**src/logic/mode_pin_pkg.sv**
```systemverilog
// Constants shared by the mode pin decoder and its synchroniser
`default_nettype none
package mode_pin_pkg;
  // ----------------------------------------------------------------
  // Synchroniser
  // ----------------------------------------------------------------
  localparam int unsigned SYNC_WIDTH    = 9;
  localparam int unsigned SYNC_MODE     = 0;
  localparam int unsigned SYNC_PIN0     = 1;
  localparam int unsigned SYNC_PIN0_FLT = 2;
  localparam int unsigned SYNC_PIN1     = 3;
  localparam int unsigned SYNC_PIN2     = 4;
  localparam int unsigned SYNC_PIN3     = 5;
  localparam int unsigned SYNC_CS_N     = 6;
  localparam int unsigned SYNC_PRESENT  = 7;
  localparam int unsigned SYNC_OVER_REF = 8;
  // Reset pattern: hardware mode, chip select idle high
  localparam logic [SYNC_WIDTH-1:0] SYNC_RST_VAL = 9'h040;
  // ----------------------------------------------------------------
  // Configuration byte fields
  // ----------------------------------------------------------------
  localparam int unsigned CFG_WIDTH      = 8;
  localparam int unsigned CFG_EQ_BYP_BIT = 5;
  localparam int unsigned CFG_PDIS_HI    = 4;
  localparam int unsigned CFG_PDIS_LO    = 3;
  localparam int unsigned CFG_SD_BIT     = 7;
  localparam logic [CFG_WIDTH-1:0] CFG_RD_RST_VAL = 8'h00;
  // ----------------------------------------------------------------
  // Pin levels
  // ----------------------------------------------------------------
  localparam logic MODE_SOFTWARE = 1'h1;
  localparam logic SD_N_RST_VAL  = 1'h1;
  localparam logic CS_N_IDLE     = 1'h1;
endpackage
`default_nettype wire

```
**src/logic/pin_sync_if.sv**
```systemverilog
// Synchronised pin levels passed from synchroniser to decoder
`default_nettype none
interface pin_sync_if;
  logic mode;
  logic pin0;
  logic pin0_float;
  logic pin1;
  logic pin2;
  logic pin3;
  logic cs_n;
  logic present;
  logic over_ref;
  modport src (output mode, pin0, pin0_float, pin1, pin2, pin3, cs_n, present, over_ref);
  modport dst (input  mode, pin0, pin0_float, pin1, pin2, pin3, cs_n, present, over_ref);
endinterface
`default_nettype wire

```
**src/logic/pin_level_sync.sv**
```systemverilog
// Two-flop synchroniser bank for all pin and analog status levels
`default_nettype none
module pin_level_sync
  import mode_pin_pkg::*;
(
  input  wire logic clk_i,
  input  wire logic rstn_i,
  input  wire logic mode_select_i,
  input  wire logic pin0_i,
  input  wire logic pin0_float_i,
  input  wire logic pin1_i,
  input  wire logic pin2_i,
  input  wire logic pin3_i,
  input  wire logic chip_select_n_i,
  input  wire logic signal_present_i,
  input  wire logic over_length_ref_i,
  pin_sync_if.src   sync_o
);
  logic [SYNC_WIDTH-1:0] raw;
  logic [SYNC_WIDTH-1:0] meta_r;
  logic [SYNC_WIDTH-1:0] stable_r;

  assign raw = {over_length_ref_i, signal_present_i, chip_select_n_i, pin3_i, pin2_i,
                pin1_i, pin0_float_i, pin0_i, mode_select_i};

  // ----------------------------------------------------------------
  // Two stages; first stage read only by second
  // ----------------------------------------------------------------
  always_ff @(posedge clk_i) begin
    if (!rstn_i) begin
      meta_r   <= SYNC_RST_VAL;
      stable_r <= SYNC_RST_VAL;
    end else begin
      meta_r   <= raw;
      stable_r <= meta_r;
    end
  end

  assign sync_o.mode       = stable_r[SYNC_MODE];
  assign sync_o.pin0       = stable_r[SYNC_PIN0];
  assign sync_o.pin0_float = stable_r[SYNC_PIN0_FLT];
  assign sync_o.pin1       = stable_r[SYNC_PIN1];
  assign sync_o.pin2       = stable_r[SYNC_PIN2];
  assign sync_o.pin3       = stable_r[SYNC_PIN3];
  assign sync_o.cs_n       = stable_r[SYNC_CS_N];
  assign sync_o.present    = stable_r[SYNC_PRESENT];
  assign sync_o.over_ref   = stable_r[SYNC_OVER_REF];
endmodule
`default_nettype wire

```
**src/logic/mode_pin_control_decoder.sv**
```systemverilog
// Multifunction control pin decoder for hardware and software mode
//
// Operation
// - Mode select high gives software mode with the serial port, low gives hardware mode.
// - In hardware mode pin zero high bypasses equalizer and jitter cleaner, float bypasses the cleaner only, low is normal.
// - In software mode pin zero drives signal detect complement, 1 on no input or over-length cable.
// - In hardware mode pin one high powers down on no input, low keeps the equalizer active.
// - Automatic sleep wins over mute and bypass.
// - In software mode pin one drives the serial data output.
// - In hardware mode pin two high mutes the outputs, low is normal.
// - Mute wins over bypass.
// - In software mode pin two is the serial clock input.
// - In hardware mode pin three drives active-low signal detect.
// - In software mode pin three is the serial data input.
// - In software mode configuration bit 5 set bypasses the equalizer.
// - Configuration bits 4 to 3 in software mode, or pin one low in hardware mode, disable signal-detect power-off.
// - Signal detect status also reads back in configuration bit 7.
`default_nettype none
module mode_pin_control_decoder
  import mode_pin_pkg::*;
(
  input  wire logic                 clk_i,
  input  wire logic                 rstn_i,
  input  wire logic                 mode_select_i,
  input  wire logic                 multifunction_pin_zero_i,
  input  wire logic                 multifunction_pin_zero_float_i,
  output logic                      multifunction_pin_zero_o,
  output logic                      multifunction_pin_zero_oe_o,
  input  wire logic                 multifunction_pin_one_i,
  output logic                      multifunction_pin_one_o,
  output logic                      multifunction_pin_one_oe_o,
  input  wire logic                 multifunction_pin_two_i,
  input  wire logic                 multifunction_pin_three_i,
  output logic                      multifunction_pin_three_o,
  output logic                      multifunction_pin_three_oe_o,
  input  wire logic                 chip_select_n_i,
  input  wire logic                 signal_present_i,
  input  wire logic                 over_length_ref_i,
  input  wire logic [CFG_WIDTH-1:0] general_config_reg_i,
  input  wire logic                 serial_out_data_i,
  output logic [CFG_WIDTH-1:0]      general_config_rd_o,
  output logic                      software_mode_o,
  output logic                      serial_clock_o,
  output logic                      serial_data_in_o,
  output logic                      serial_chip_select_n_o,
  output logic                      eq_bypass_o,
  output logic                      cleaner_bypass_o,
  output logic                      mute_o,
  output logic                      power_down_o,
  output logic                      signal_detect_n_flag_o
);
  pin_sync_if sy ();

  logic sw_mode;
  logic sd_n;
  logic poweroff_en;
  logic sleep_req;
  logic mute_req;
  logic eq_byp_req;
  logic jc_byp_req;

  // ----------------------------------------------------------------
  // Pin synchronisation
  // ----------------------------------------------------------------
  pin_level_sync u_sync (
    .clk_i             (clk_i),
    .rstn_i            (rstn_i),
    .mode_select_i     (mode_select_i),
    .pin0_i            (multifunction_pin_zero_i),
    .pin0_float_i      (multifunction_pin_zero_float_i),
    .pin1_i            (multifunction_pin_one_i),
    .pin2_i            (multifunction_pin_two_i),
    .pin3_i            (multifunction_pin_three_i),
    .chip_select_n_i   (chip_select_n_i),
    .signal_present_i  (signal_present_i),
    .over_length_ref_i (over_length_ref_i),
    .sync_o            (sy.src)
  );

  // ----------------------------------------------------------------
  // Request decode and priority
  // ----------------------------------------------------------------
  always_comb begin
    sw_mode     = (sy.mode == MODE_SOFTWARE);
    sd_n        = !sy.present || sy.over_ref;
    poweroff_en = sw_mode ? !(|general_config_reg_i[CFG_PDIS_HI:CFG_PDIS_LO]) : sy.pin1;
    sleep_req   = poweroff_en && !sy.present;
    mute_req    = !sw_mode && sy.pin2 && !sleep_req;
    eq_byp_req  = 1'h0;
    jc_byp_req  = 1'h0;
    if (!sleep_req && !mute_req) begin
      if (sw_mode) begin
        eq_byp_req = general_config_reg_i[CFG_EQ_BYP_BIT];
      end else if (sy.pin0_float) begin
        jc_byp_req = 1'h1;
      end else if (sy.pin0) begin
        eq_byp_req = 1'h1;
        jc_byp_req = 1'h1;
      end
    end
  end

  // ----------------------------------------------------------------
  // Core controls
  // ----------------------------------------------------------------
  always_ff @(posedge clk_i) begin
    if (!rstn_i) begin
      software_mode_o  <= 1'h0;
      power_down_o     <= 1'h0;
      mute_o           <= 1'h0;
      eq_bypass_o      <= 1'h0;
      cleaner_bypass_o <= 1'h0;
    end else begin
      software_mode_o  <= sw_mode;
      power_down_o     <= sleep_req;
      mute_o           <= mute_req;
      eq_bypass_o      <= eq_byp_req;
      cleaner_bypass_o <= jc_byp_req;
    end
  end

  // ----------------------------------------------------------------
  // Status
  // ----------------------------------------------------------------
  always_ff @(posedge clk_i) begin
    if (!rstn_i) begin
      signal_detect_n_flag_o <= SD_N_RST_VAL;
      general_config_rd_o    <= CFG_RD_RST_VAL;
    end else begin
      signal_detect_n_flag_o <= sd_n;
      general_config_rd_o    <= {!sd_n, general_config_reg_i[CFG_SD_BIT-1:0]};
    end
  end

  // ----------------------------------------------------------------
  // Pin drivers
  // ----------------------------------------------------------------
  always_ff @(posedge clk_i) begin
    if (!rstn_i) begin
      multifunction_pin_zero_o     <= SD_N_RST_VAL;
      multifunction_pin_zero_oe_o  <= 1'h0;
      multifunction_pin_one_o      <= 1'h0;
      multifunction_pin_one_oe_o   <= 1'h0;
      multifunction_pin_three_o    <= SD_N_RST_VAL;
      multifunction_pin_three_oe_o <= 1'h0;
    end else begin
      multifunction_pin_zero_o     <= sd_n;
      multifunction_pin_zero_oe_o  <= sw_mode;
      multifunction_pin_one_o      <= serial_out_data_i;
      multifunction_pin_one_oe_o   <= sw_mode;
      multifunction_pin_three_o    <= sd_n;
      multifunction_pin_three_oe_o <= !sw_mode;
    end
  end

  // ----------------------------------------------------------------
  // Serial port forwarding
  // ----------------------------------------------------------------
  always_ff @(posedge clk_i) begin
    if (!rstn_i) begin
      serial_clock_o         <= 1'h0;
      serial_data_in_o       <= 1'h0;
      serial_chip_select_n_o <= CS_N_IDLE;
    end else begin
      serial_clock_o         <= sw_mode && sy.pin2;
      serial_data_in_o       <= sw_mode && sy.pin3;
      serial_chip_select_n_o <= sw_mode ? sy.cs_n : CS_N_IDLE;
    end
  end

  // ----------------------------------------------------------------
  // Checks
  // ----------------------------------------------------------------
  mode_follow_a: assert property (@(posedge clk_i) disable iff (!rstn_i)
    ##1 software_mode_o == $past(sy.mode)) else $error("mode not followed");
  hw_bypass_a: assert property (@(posedge clk_i) disable iff (!rstn_i)
    (!sy.mode && !sy.pin1 && !sy.pin2 && sy.pin0 && !sy.pin0_float)
    |=> eq_bypass_o && cleaner_bypass_o) else $error("hw full bypass missing");
  hw_float_a: assert property (@(posedge clk_i) disable iff (!rstn_i)
    (!sy.mode && !sy.pin1 && !sy.pin2 && sy.pin0_float)
    |=> !eq_bypass_o && cleaner_bypass_o) else $error("float bypass wrong");
  sw_detect_a: assert property (@(posedge clk_i) disable iff (!rstn_i)
    sy.mode |=> multifunction_pin_zero_oe_o && !multifunction_pin_three_oe_o
    && (multifunction_pin_zero_o == $past(!sy.present || sy.over_ref)))
    else $error("sw detect pin wrong");
  auto_sleep_a: assert property (@(posedge clk_i) disable iff (!rstn_i)
    (!sy.mode && sy.pin1 && !sy.present) |=> power_down_o)
    else $error("sleep not entered");
  always_on_a: assert property (@(posedge clk_i) disable iff (!rstn_i)
    (!sy.mode && !sy.pin1) |=> !power_down_o) else $error("sleep with pin low");
  sleep_prio_a: assert property (@(posedge clk_i) disable iff (!rstn_i)
    power_down_o |-> !mute_o && !eq_bypass_o && !cleaner_bypass_o)
    else $error("sleep lost priority");
  data_out_a: assert property (@(posedge clk_i) disable iff (!rstn_i)
    sy.mode |=> multifunction_pin_one_oe_o
    && (multifunction_pin_one_o == $past(serial_out_data_i)))
    else $error("serial out not driven");
  hw_mute_a: assert property (@(posedge clk_i) disable iff (!rstn_i)
    (!sy.mode && sy.pin2 && !(sy.pin1 && !sy.present)) |=> mute_o)
    else $error("mute missing");
  mute_prio_a: assert property (@(posedge clk_i) disable iff (!rstn_i)
    mute_o |-> !eq_bypass_o && !cleaner_bypass_o) else $error("bypass beat mute");
  sclk_fwd_a: assert property (@(posedge clk_i) disable iff (!rstn_i)
    sy.mode |=> serial_clock_o == $past(sy.pin2)) else $error("sclk not forwarded");
  hw_detect_a: assert property (@(posedge clk_i) disable iff (!rstn_i)
    (rstn_i && !sy.mode) |=> multifunction_pin_three_oe_o && !multifunction_pin_one_oe_o
    && (multifunction_pin_three_o == $past(!sy.present || sy.over_ref)))
    else $error("hw detect pin wrong");
  data_in_a: assert property (@(posedge clk_i) disable iff (!rstn_i)
    sy.mode |=> serial_data_in_o == $past(sy.pin3)) else $error("data in lost");
  cfg_bypass_a: assert property (@(posedge clk_i) disable iff (!rstn_i)
    (sy.mode && !power_down_o && !sleep_req)
    |=> eq_bypass_o == $past(general_config_reg_i[CFG_EQ_BYP_BIT]))
    else $error("cfg bypass wrong");
  status_bit_a: assert property (@(posedge clk_i) disable iff (!rstn_i)
    ##1 general_config_rd_o[CFG_SD_BIT] == !signal_detect_n_flag_o)
    else $error("status bit mismatch");
  pin_settle_a: assert property (@(posedge clk_i) disable iff (!rstn_i)
    (!mode_select_i && !multifunction_pin_one_i && multifunction_pin_two_i)[*4]
    |-> mute_o) else $error("mute not settled");
endmodule
`default_nettype wire

```
**config.mk**
```make
export PLATFORM = sky130hd
export DESIGN_NAME = mode_pin_control_decoder
export DESIGN_NICKNAME = d
export VERILOG_FILES = /design/src/logic/mode_pin_pkg.sv /design/src/logic/pin_sync_if.sv /design/src/logic/pin_level_sync.sv /design/src/logic/mode_pin_control_decoder.sv
export SDC_FILE = /design/constraint.sdc
export NUM_CORES = 1
export LEC_CHECK = 0
export ABC_AREA = 0
export BUFFER_PORTS_ARGS = -buffer_cell sky130_fd_sc_hd__buf_2
export CAP_MARGIN = 15
export CORE_AREA = 10 10 58 60
export DETAILED_ROUTE_END_ITERATION = 7
export DIE_AREA = 0 0 68 70
export MAX_ROUTING_LAYER = met4
export PLACE_DENSITY = 0.78
export SYNTH_ARGS = -nofsm -noshare
export SYNTH_HDL_FRONTEND = slang
export SYNTH_SLANG_ARGS = --single-unit
```
**constraint.sdc**
```tcl
create_clock -name clk_i -period 3.4 [get_ports clk_i]
set_input_delay 0.68 -clock clk_i [delete_from_list [all_inputs] [get_ports clk_i]]
set_output_delay 0.68 -clock clk_i [all_outputs]
set_load 0.05 [all_outputs]
```
==> results of run 1 <==
==> metal layers <==
layer	wire [um]	part of all wire (%)	vias up
li1	-	-	355
met4	40	2.2	0
met3	304	17	3
met2	714	39	41
met1	767	42	288
met5	0	0	-
==> final cells by class <==
type | count | area [sq um] | share of cell area [%]
clock buffers | 7 | 55.1 | 4.17
repair buffers | 41 | 205 | 15.5
multi-input cells | 42 | 270 | 20.5
inverters | 3 | 11.3 | 0.853
well taps | 30 | 37.5 | 2.84
flip-flops and latches | 37 | 741 | 56.1
==> sequential cells by signal, summed over array words and instances (netlist names) <==
| name | cells |
|---|---|
| multifunction_pin_one_o | 1 |
| u_sync.meta_r | 9 |
| mute_o | 1 |
| general_config_rd_o | 8 |
| serial_chip_select_n_o | 1 |
| multifunction_pin_three_o | 1 |
| multifunction_pin_three_oe_o | 1 |
| cleaner_bypass_o | 1 |
| serial_clock_o | 1 |
| power_down_o | 1 |
| serial_data_in_o | 1 |
| u_sync.stable_r | 9 |
| multifunction_pin_one_oe_o | 1 |
| eq_bypass_o | 1 |
==> final timing paths <==
check / from / end / slack (ns) / cells after the start
setup reg to reg: u_sync.stable_r[0] / power_down_o / 2.15 / 3
hold / removal: u_sync.stable_r[6] / serial_chip_select_n_o / 0.42 / 1
hold reg to reg: u_sync.stable_r[6] / serial_chip_select_n_o / 0.42 / 1
setup / recovery: multifunction_pin_one_oe_o / multifunction_pin_zero_oe_o / 1.77 / 1
==> through the flow <==
step,power (W),utilization [%],area (sq um),hold WS [ns]
floorplan,0.000521,-,1070,0.386
global placement,0.000540,54.0,1260,0.394
detailed placement,0.000543,54.0,1260,0.402
CTS,0.000764,56.4,1320,0.424
global route,0.000785,56.4,1320,0.440
finish,0.000753,56.4,1320,0.422
==> report_power, final <==
group          internal [W]  leakage (nW)  switching, W
clock             0.0000975        0.0314      0.000125
sequential         0.000451         0.305    0.00000530
combinational     0.0000239         0.295     0.0000498
total              0.000573         0.631      0.000180
==> placed cells by master (no fill, tap or decap), drive strengths merged, types with 2 or more instances in the layout <==
| master | count |
|---|---|
| nor2 | 2 |
| and2 | 26 |
| dfxtp | 37 |
| nand2b | 3 |
| inv | 3 |
| buf | 41 |
| and3 | 2 |
| clkbuf | 7 |
==> kinds of logic (layout without fill, tap and decap cells) <==
| logic type | Yosys count | in the layout | synth area share (%) |
|---|---|---|---|
| AO/OA/AOI/OAI | 3 | 3 | 1.64 |
| buffers and inverters | 10 | 51 | 5.28 |
| AND/OR/NAND/NOR | 39 | 39 | 23.7 |
| flip-flops | 37 | 37 | 69.4 |
==> metrics.md, run 1 <==
| Metric | Value |
|---|---|
| Status | `complete, no violations` |
| Die H | `70 um` |
| Setup TNS | `0 ns` |
| Most used routing layer | `met2` |
| Reg clk slew, reported paths | `0.09 ns` |
| GRT Residual Overflow | `0` |
| First-pass GRT wire length | `2.86 mm` |
| Pleak | `0.631 nW` |
| DRT Pass-1 Iters | `3` |
| Net count after synthesis | `109` |
| Req. time, crit path | `2.72 ns` |
| Maximum buffer depth of the clock tree | `2` |
| Count leader, synth | `dfxtp_1` |
| Post-cts gate resize count | `0` |
| Post-synth top cells | `dfxtp_1 (37), and2_1 (25), buf_4 (5)` |
| DR iter-0 viols | `7` |
| DRC Markers | `0` |
| Post-synthesis register bit count | `37` |
| Delay-heaviest family, CP | `flip-flops` |
| Clock sinks | `37` |
| Endpoints failing hold | `0` |
| Share of post-route cells with drive strength above 1 | `39.2%` |
| WL/cell | `11.4 um` |
| Top cells by area, synth | `dfxtp_1 (69%), and2_1 (15%), buf_4 (3.5%)` |
| Hold Crit Class | `register to register` |
| Critical path fanouts, max | `3` |
| Num rows | `18` |
| Pwr Density | `570 nW/um^2` |
| Post-CTS setup buffers | `0` |
| Vias post-DR | `687` |
| Setup CP Type | `register to output pin` |
| CP max-delay cell | `dfxtp_1` |
| Final Max Tran Viols | `0` |
| Max VDD drop | `0.297 mV` |
| Final period utilization | `47.9%` |
| Place WS | `1.74 ns` |
| Cts bufs inserted | `5` |
| Vias in the first global route | `692` |
| Max Fclk | `0.614 GHz` |
| Fin Clk Skew | `0.00526 ns` |
| I/O pin cnt | `43` |
| CTS tree | `yes` |
| Layout area overhead | `23.7%` |
| Synth top area share | `69.4%` |
| Filler Cell Count | `217` |
| I/O Buffers | `41` |
| Bufs and invs on worst path | `1` |
| Sequential area share after synthesis | `69.4%` |
| CP arrival | `0.95 ns` |
| Die width | `68 um` |
| Final min period | `1.63 ns` |
| Synth Cell Area | `1070 sq um` |
| Met3 Usage GRT | `4.94%` |
| Placed cell count | `153` |
| Initial antenna violation count | `0` |
| Layout Nets | `150` |
| Drt via density | `4.29` |
| Final WS setup | `1.77 ns` |
| CP startpoint kind | `register` |
| Hold-fix buffers at CTS | `0` |
| Root Driver | `clkbuf_4` |
| Initial core utilization | `45.6%` |
| RSZ-0062 raised after global routing | `no` |
| Remaining antenna violation count | `0` |
| Synth area leader | `dfxtp_1` |
| Max transition margin | `75.0%` |
| Ys Warns | `0` |
| Mapped Cells | `89` |
| Post-DP HPWL | `1.42 mm` |
| Final Instance Count excl. Fillers | `160` |
| RePlAce Congestion | `0.727` |
| CP cell instances | `buf_2` |
| Largest stage delay, worst path | `0.35 ns` |
| Critical path capture point type | `output pin` |
| Largest net degree at the start of global routing | `34` |
| Final setup fails | `0` |
| Post-synth top flop | `dfxtp_1` |
| Max cap viols | `0` |
| GRT Overall Usage | `8.13%` |
| Total Wirelength | `1.83 mm` |
| Met2 Use GR | `11.5%` |
| CTS H-tree lvls | `2` |
| Syn Area/Cell | `12.0 sq um` |
| Asr flop ratio synth | `0%` |
| Worst slew pin tran | `0.375 ns` |
| Die area | `4760 sq um` |
| Area of the core | `2340 sq um` |
| Post-synth EDFFs | `0` |
| Met1 Usage GRT | `8.11%` |
| Diode count | `0` |
| Clock insertion delay at the later pin of the skew report | `0.33 ns` |
| Distinct cells, synth | `18` |
No activity file was read; power rests on OpenSTA's default activity.
==> run 2: changes to the inputs <==
CORE_AREA = 10 10 60 62   (was 10 10 58 60)
DIE_AREA = 0 0 70 72   (was 0 0 68 70)
PLACE_DENSITY = 0.73   (was 0.78)
clock period = 1.5 ns   (was 3.4 ns; I/O delays follow)
==> run 2 against run 1 <==
Compared with the run above:
- routed wire length is essentially flat
- sequential cell count is the same
- first-iteration DRC count shrank 14%
- die area grew 5.9%
- clock power grew 110%
- setup slack lost 1.5 ns
- utilization shrank 2.0 points
- largest power group unchanged
- final area is essentially flat
- clock-buffer cell count grew 1
==> metrics.md, run 2 (synthesis results as in run 1) <==
| Metric | Value |
|---|---|
| Die width | `70 um (+2.9%)` |
| Vias in the first global route | `734 (+6.1%)` |
| Setup CP Type | `register to output pin` |
| Largest net degree at the start of global routing | `18 (-47%)` |
| Max Fclk | `0.816 GHz` |
| Cts bufs inserted | `5 (unchanged)` |
| Max transition margin | `82.6% (+7.6 points)` |
| Final setup fails | `0 (unchanged)` |
| Drt via density | `4.25 (-1.1%)` |
| I/O pin cnt | `43 (unchanged)` |
| Initial antenna violation count | `0 (unchanged)` |
| Leading cell type in the layout, fill and taps excluded | `buf_2` |
| Critical path capture point type | `output pin` |
| DR iter-0 viols | `6 (-1)` |
| Reg2Reg Capture Point | `power_down_o` |
| Pwr Total | `0.00166 W (+120%)` |
| RePlAce Congestion | `0.733 (+0.74%)` |
| Setup TNS | `0 ns (unchanged)` |
| Root Driver | `clkbuf_4` |
| Final Max Tran Viols | `0 (unchanged)` |
| Post-cts gate resize count | `0 (unchanged)` |
| Remaining antenna violation count | `0 (unchanged)` |
| I/O Buffers | `41 (unchanged)` |
| Largest stage delay, worst path | `0.34 ns (about the same)` |
| Share of post-route cells with drive strength above 1 | `38.6% (-0.59 points)` |
| Final period utilization | `81.7%` |
| GRT Residual Overflow | `0 (unchanged)` |
| Hold-fix buffers at CTS | `0 (unchanged)` |
| Min-Delay Path Depth | `2 (+1)` |
| Diode count | `0 (unchanged)` |
| Reg clk slew, reported paths | `0.09 ns (about the same)` |
| Critical path fanouts, max | `3 (unchanged)` |
| CP max-delay cell | `dfxtp_1` |
| CP arrival | `0.92 ns (-0.03 ns)` |
| Max cap viols | `0 (unchanged)` |
| Maximum buffer depth of the clock tree | `2 (unchanged)` |
| Area of the core | `2430 sq um (+3.8%)` |
| Final min period | `1.22 ns` |
| Max VDD drop | `0.842 mV (+180%)` |
| R2r setup slk | `0.28 ns (-1.87 ns)` |
| Layout area overhead | `23.8% (about the same)` |
| Num rows | `18 (unchanged)` |
| CTS H-tree lvls | `2 (unchanged)` |
| DRC Markers | `0 (unchanged)` |
| Cells on worst reg2reg path | `3 (unchanged)` |
| Clock insertion delay at the later pin of the skew report | `0.32 ns (about the same)` |
| Total Wirelength | `1.83 mm (about the same)` |
| Status | `complete, no violations` |
| Die H | `72 um (+2.9%)` |
| Hold endpoint | `u_sync.meta_r[6]` |
| WL/cell | `11.3 um (-1.3%)` |
| CP startpoint kind | `register` |
| Pleak | `0.631 nW (about the same)` |
| First-pass GRT wire length | `3.08 mm (+7.7%)` |
| Bufs and invs on worst path | `1 (unchanged)` |
| HP Start | `chip_select_n_i` |
| Clock sinks | `37 (unchanged)` |
| Post-CTS setup buffers | `0 (unchanged)` |
| Pwr Density | `1260 nW/um^2 (+120%)` |
| GRT Overall Usage | `7.88% (-0.25 points)` |
| RSZ-0062 raised after global routing | `no` |
| Top Registers | `u_sync.meta_r x9, u_sync.stable_r x9, general_config_rd_o x8` |
| Post-DP HPWL | `1.42 mm (+0.37%)` |
| Initial core utilization | `43.9% (-1.7 points)` |
| Layout Nets | `151 (+0.67%)` |
| Commonest non-fill, non-tap cells in the layout | `buf_2 (41), dfxtp_1 (37), and2_1 (25), clkbuf_4 (5)` |
| CTS tree | `yes` |
| Endpoints failing hold | `0 (unchanged)` |
| Hold Crit Class | `input port to register` |
| Fin Clk Skew | `0.00528 ns (+0.0000235 ns)` |
| Vias post-DR | `688 (+0.15%)` |
| Req. time, crit path | `1.20 ns (-1.52 ns)` |
| Die area | `5040 sq um (+5.9%)` |
| Worst slew pin tran | `0.258 ns (-0.117 ns)` |
| DRT Pass-1 Iters | `4 (+1)` |
| Delay-heaviest family, CP | `flip-flops` |
| CP cell instances | `buf_2` |
| R2R Path Start | `u_sync.stable_r[0]` |
## run 2: cell count changes in the layout (fill, tap and decap cells not counted)
cell	before	now
buf_4	0	1
clkbuf_1	1	3
clkbuf_8	1	0
## run 2: per-layer routing
| metal | vias up | GRT usage, % | wire length [um] |
|---|---|---|---|
| li1 | 358 | - | - |
| met1 | 286 | 7.66 | 793 |
| met2 | 39 | 11.0 | 709 |
| met3 | 5 | 6.53 | 285 |
| met4 | 0 | 3.95 | 36 |
| met5 | - | - | 0 |
## run 2: worst max-delay path by stage
stage / start / to / slack (ns) / depth (start not counted)
after floorplan: multifunction_pin_three_o / multifunction_pin_zero_o / 0.29 / 1
after global placement: general_config_reg_i[4] / power_down_o / 0.28 / 4
after detailed placement: general_config_reg_i[4] / power_down_o / 0.27 / 4
after CTS: multifunction_pin_one_oe_o / multifunction_pin_one_oe_o / 0.24 / 1
after global routing: u_sync.stable_r[0] / power_down_o / 0.17 / 3
final: multifunction_pin_one_oe_o / multifunction_pin_zero_oe_o / 0.28 / 1
## run 2: layout make-up
type                    instances  area, sq um
multi-input cells              42          270
flip-flops and latches         37          741
well taps                      30         37.5
fillers                       225         1110
repair buffers                 42          213
inverters                       3         11.3
clock buffers                   8         48.8
## run 2: power breakdown
group          total (W)  leakage, nW  switching [W]  internal (W)
Clock           0.000460       0.0265       0.000273      0.000187
Sequential       0.00104        0.305      0.0000125       0.00102
Combinational   0.000169        0.299       0.000113     0.0000560
## run 2: metrics by stage
step | instance area, sq um | util, % | setup WS (ns) | hold WS (ns) | cells
final | 1320 | 54.3 | 0.275 | 0.161 | 162
after global routing | 1320 | 54.3 | 0.166 | 0.138 | 162
after CTS | 1320 | 54.3 | 0.244 | 0.143 | 162
after detailed placement | 1270 | 52.3 | 0.272 | 0.392 | 154
after global placement | 1270 | 52.3 | 0.284 | 0.395 | 154
after floorplan | 1070 | - | 0.286 | 0.373 | 89
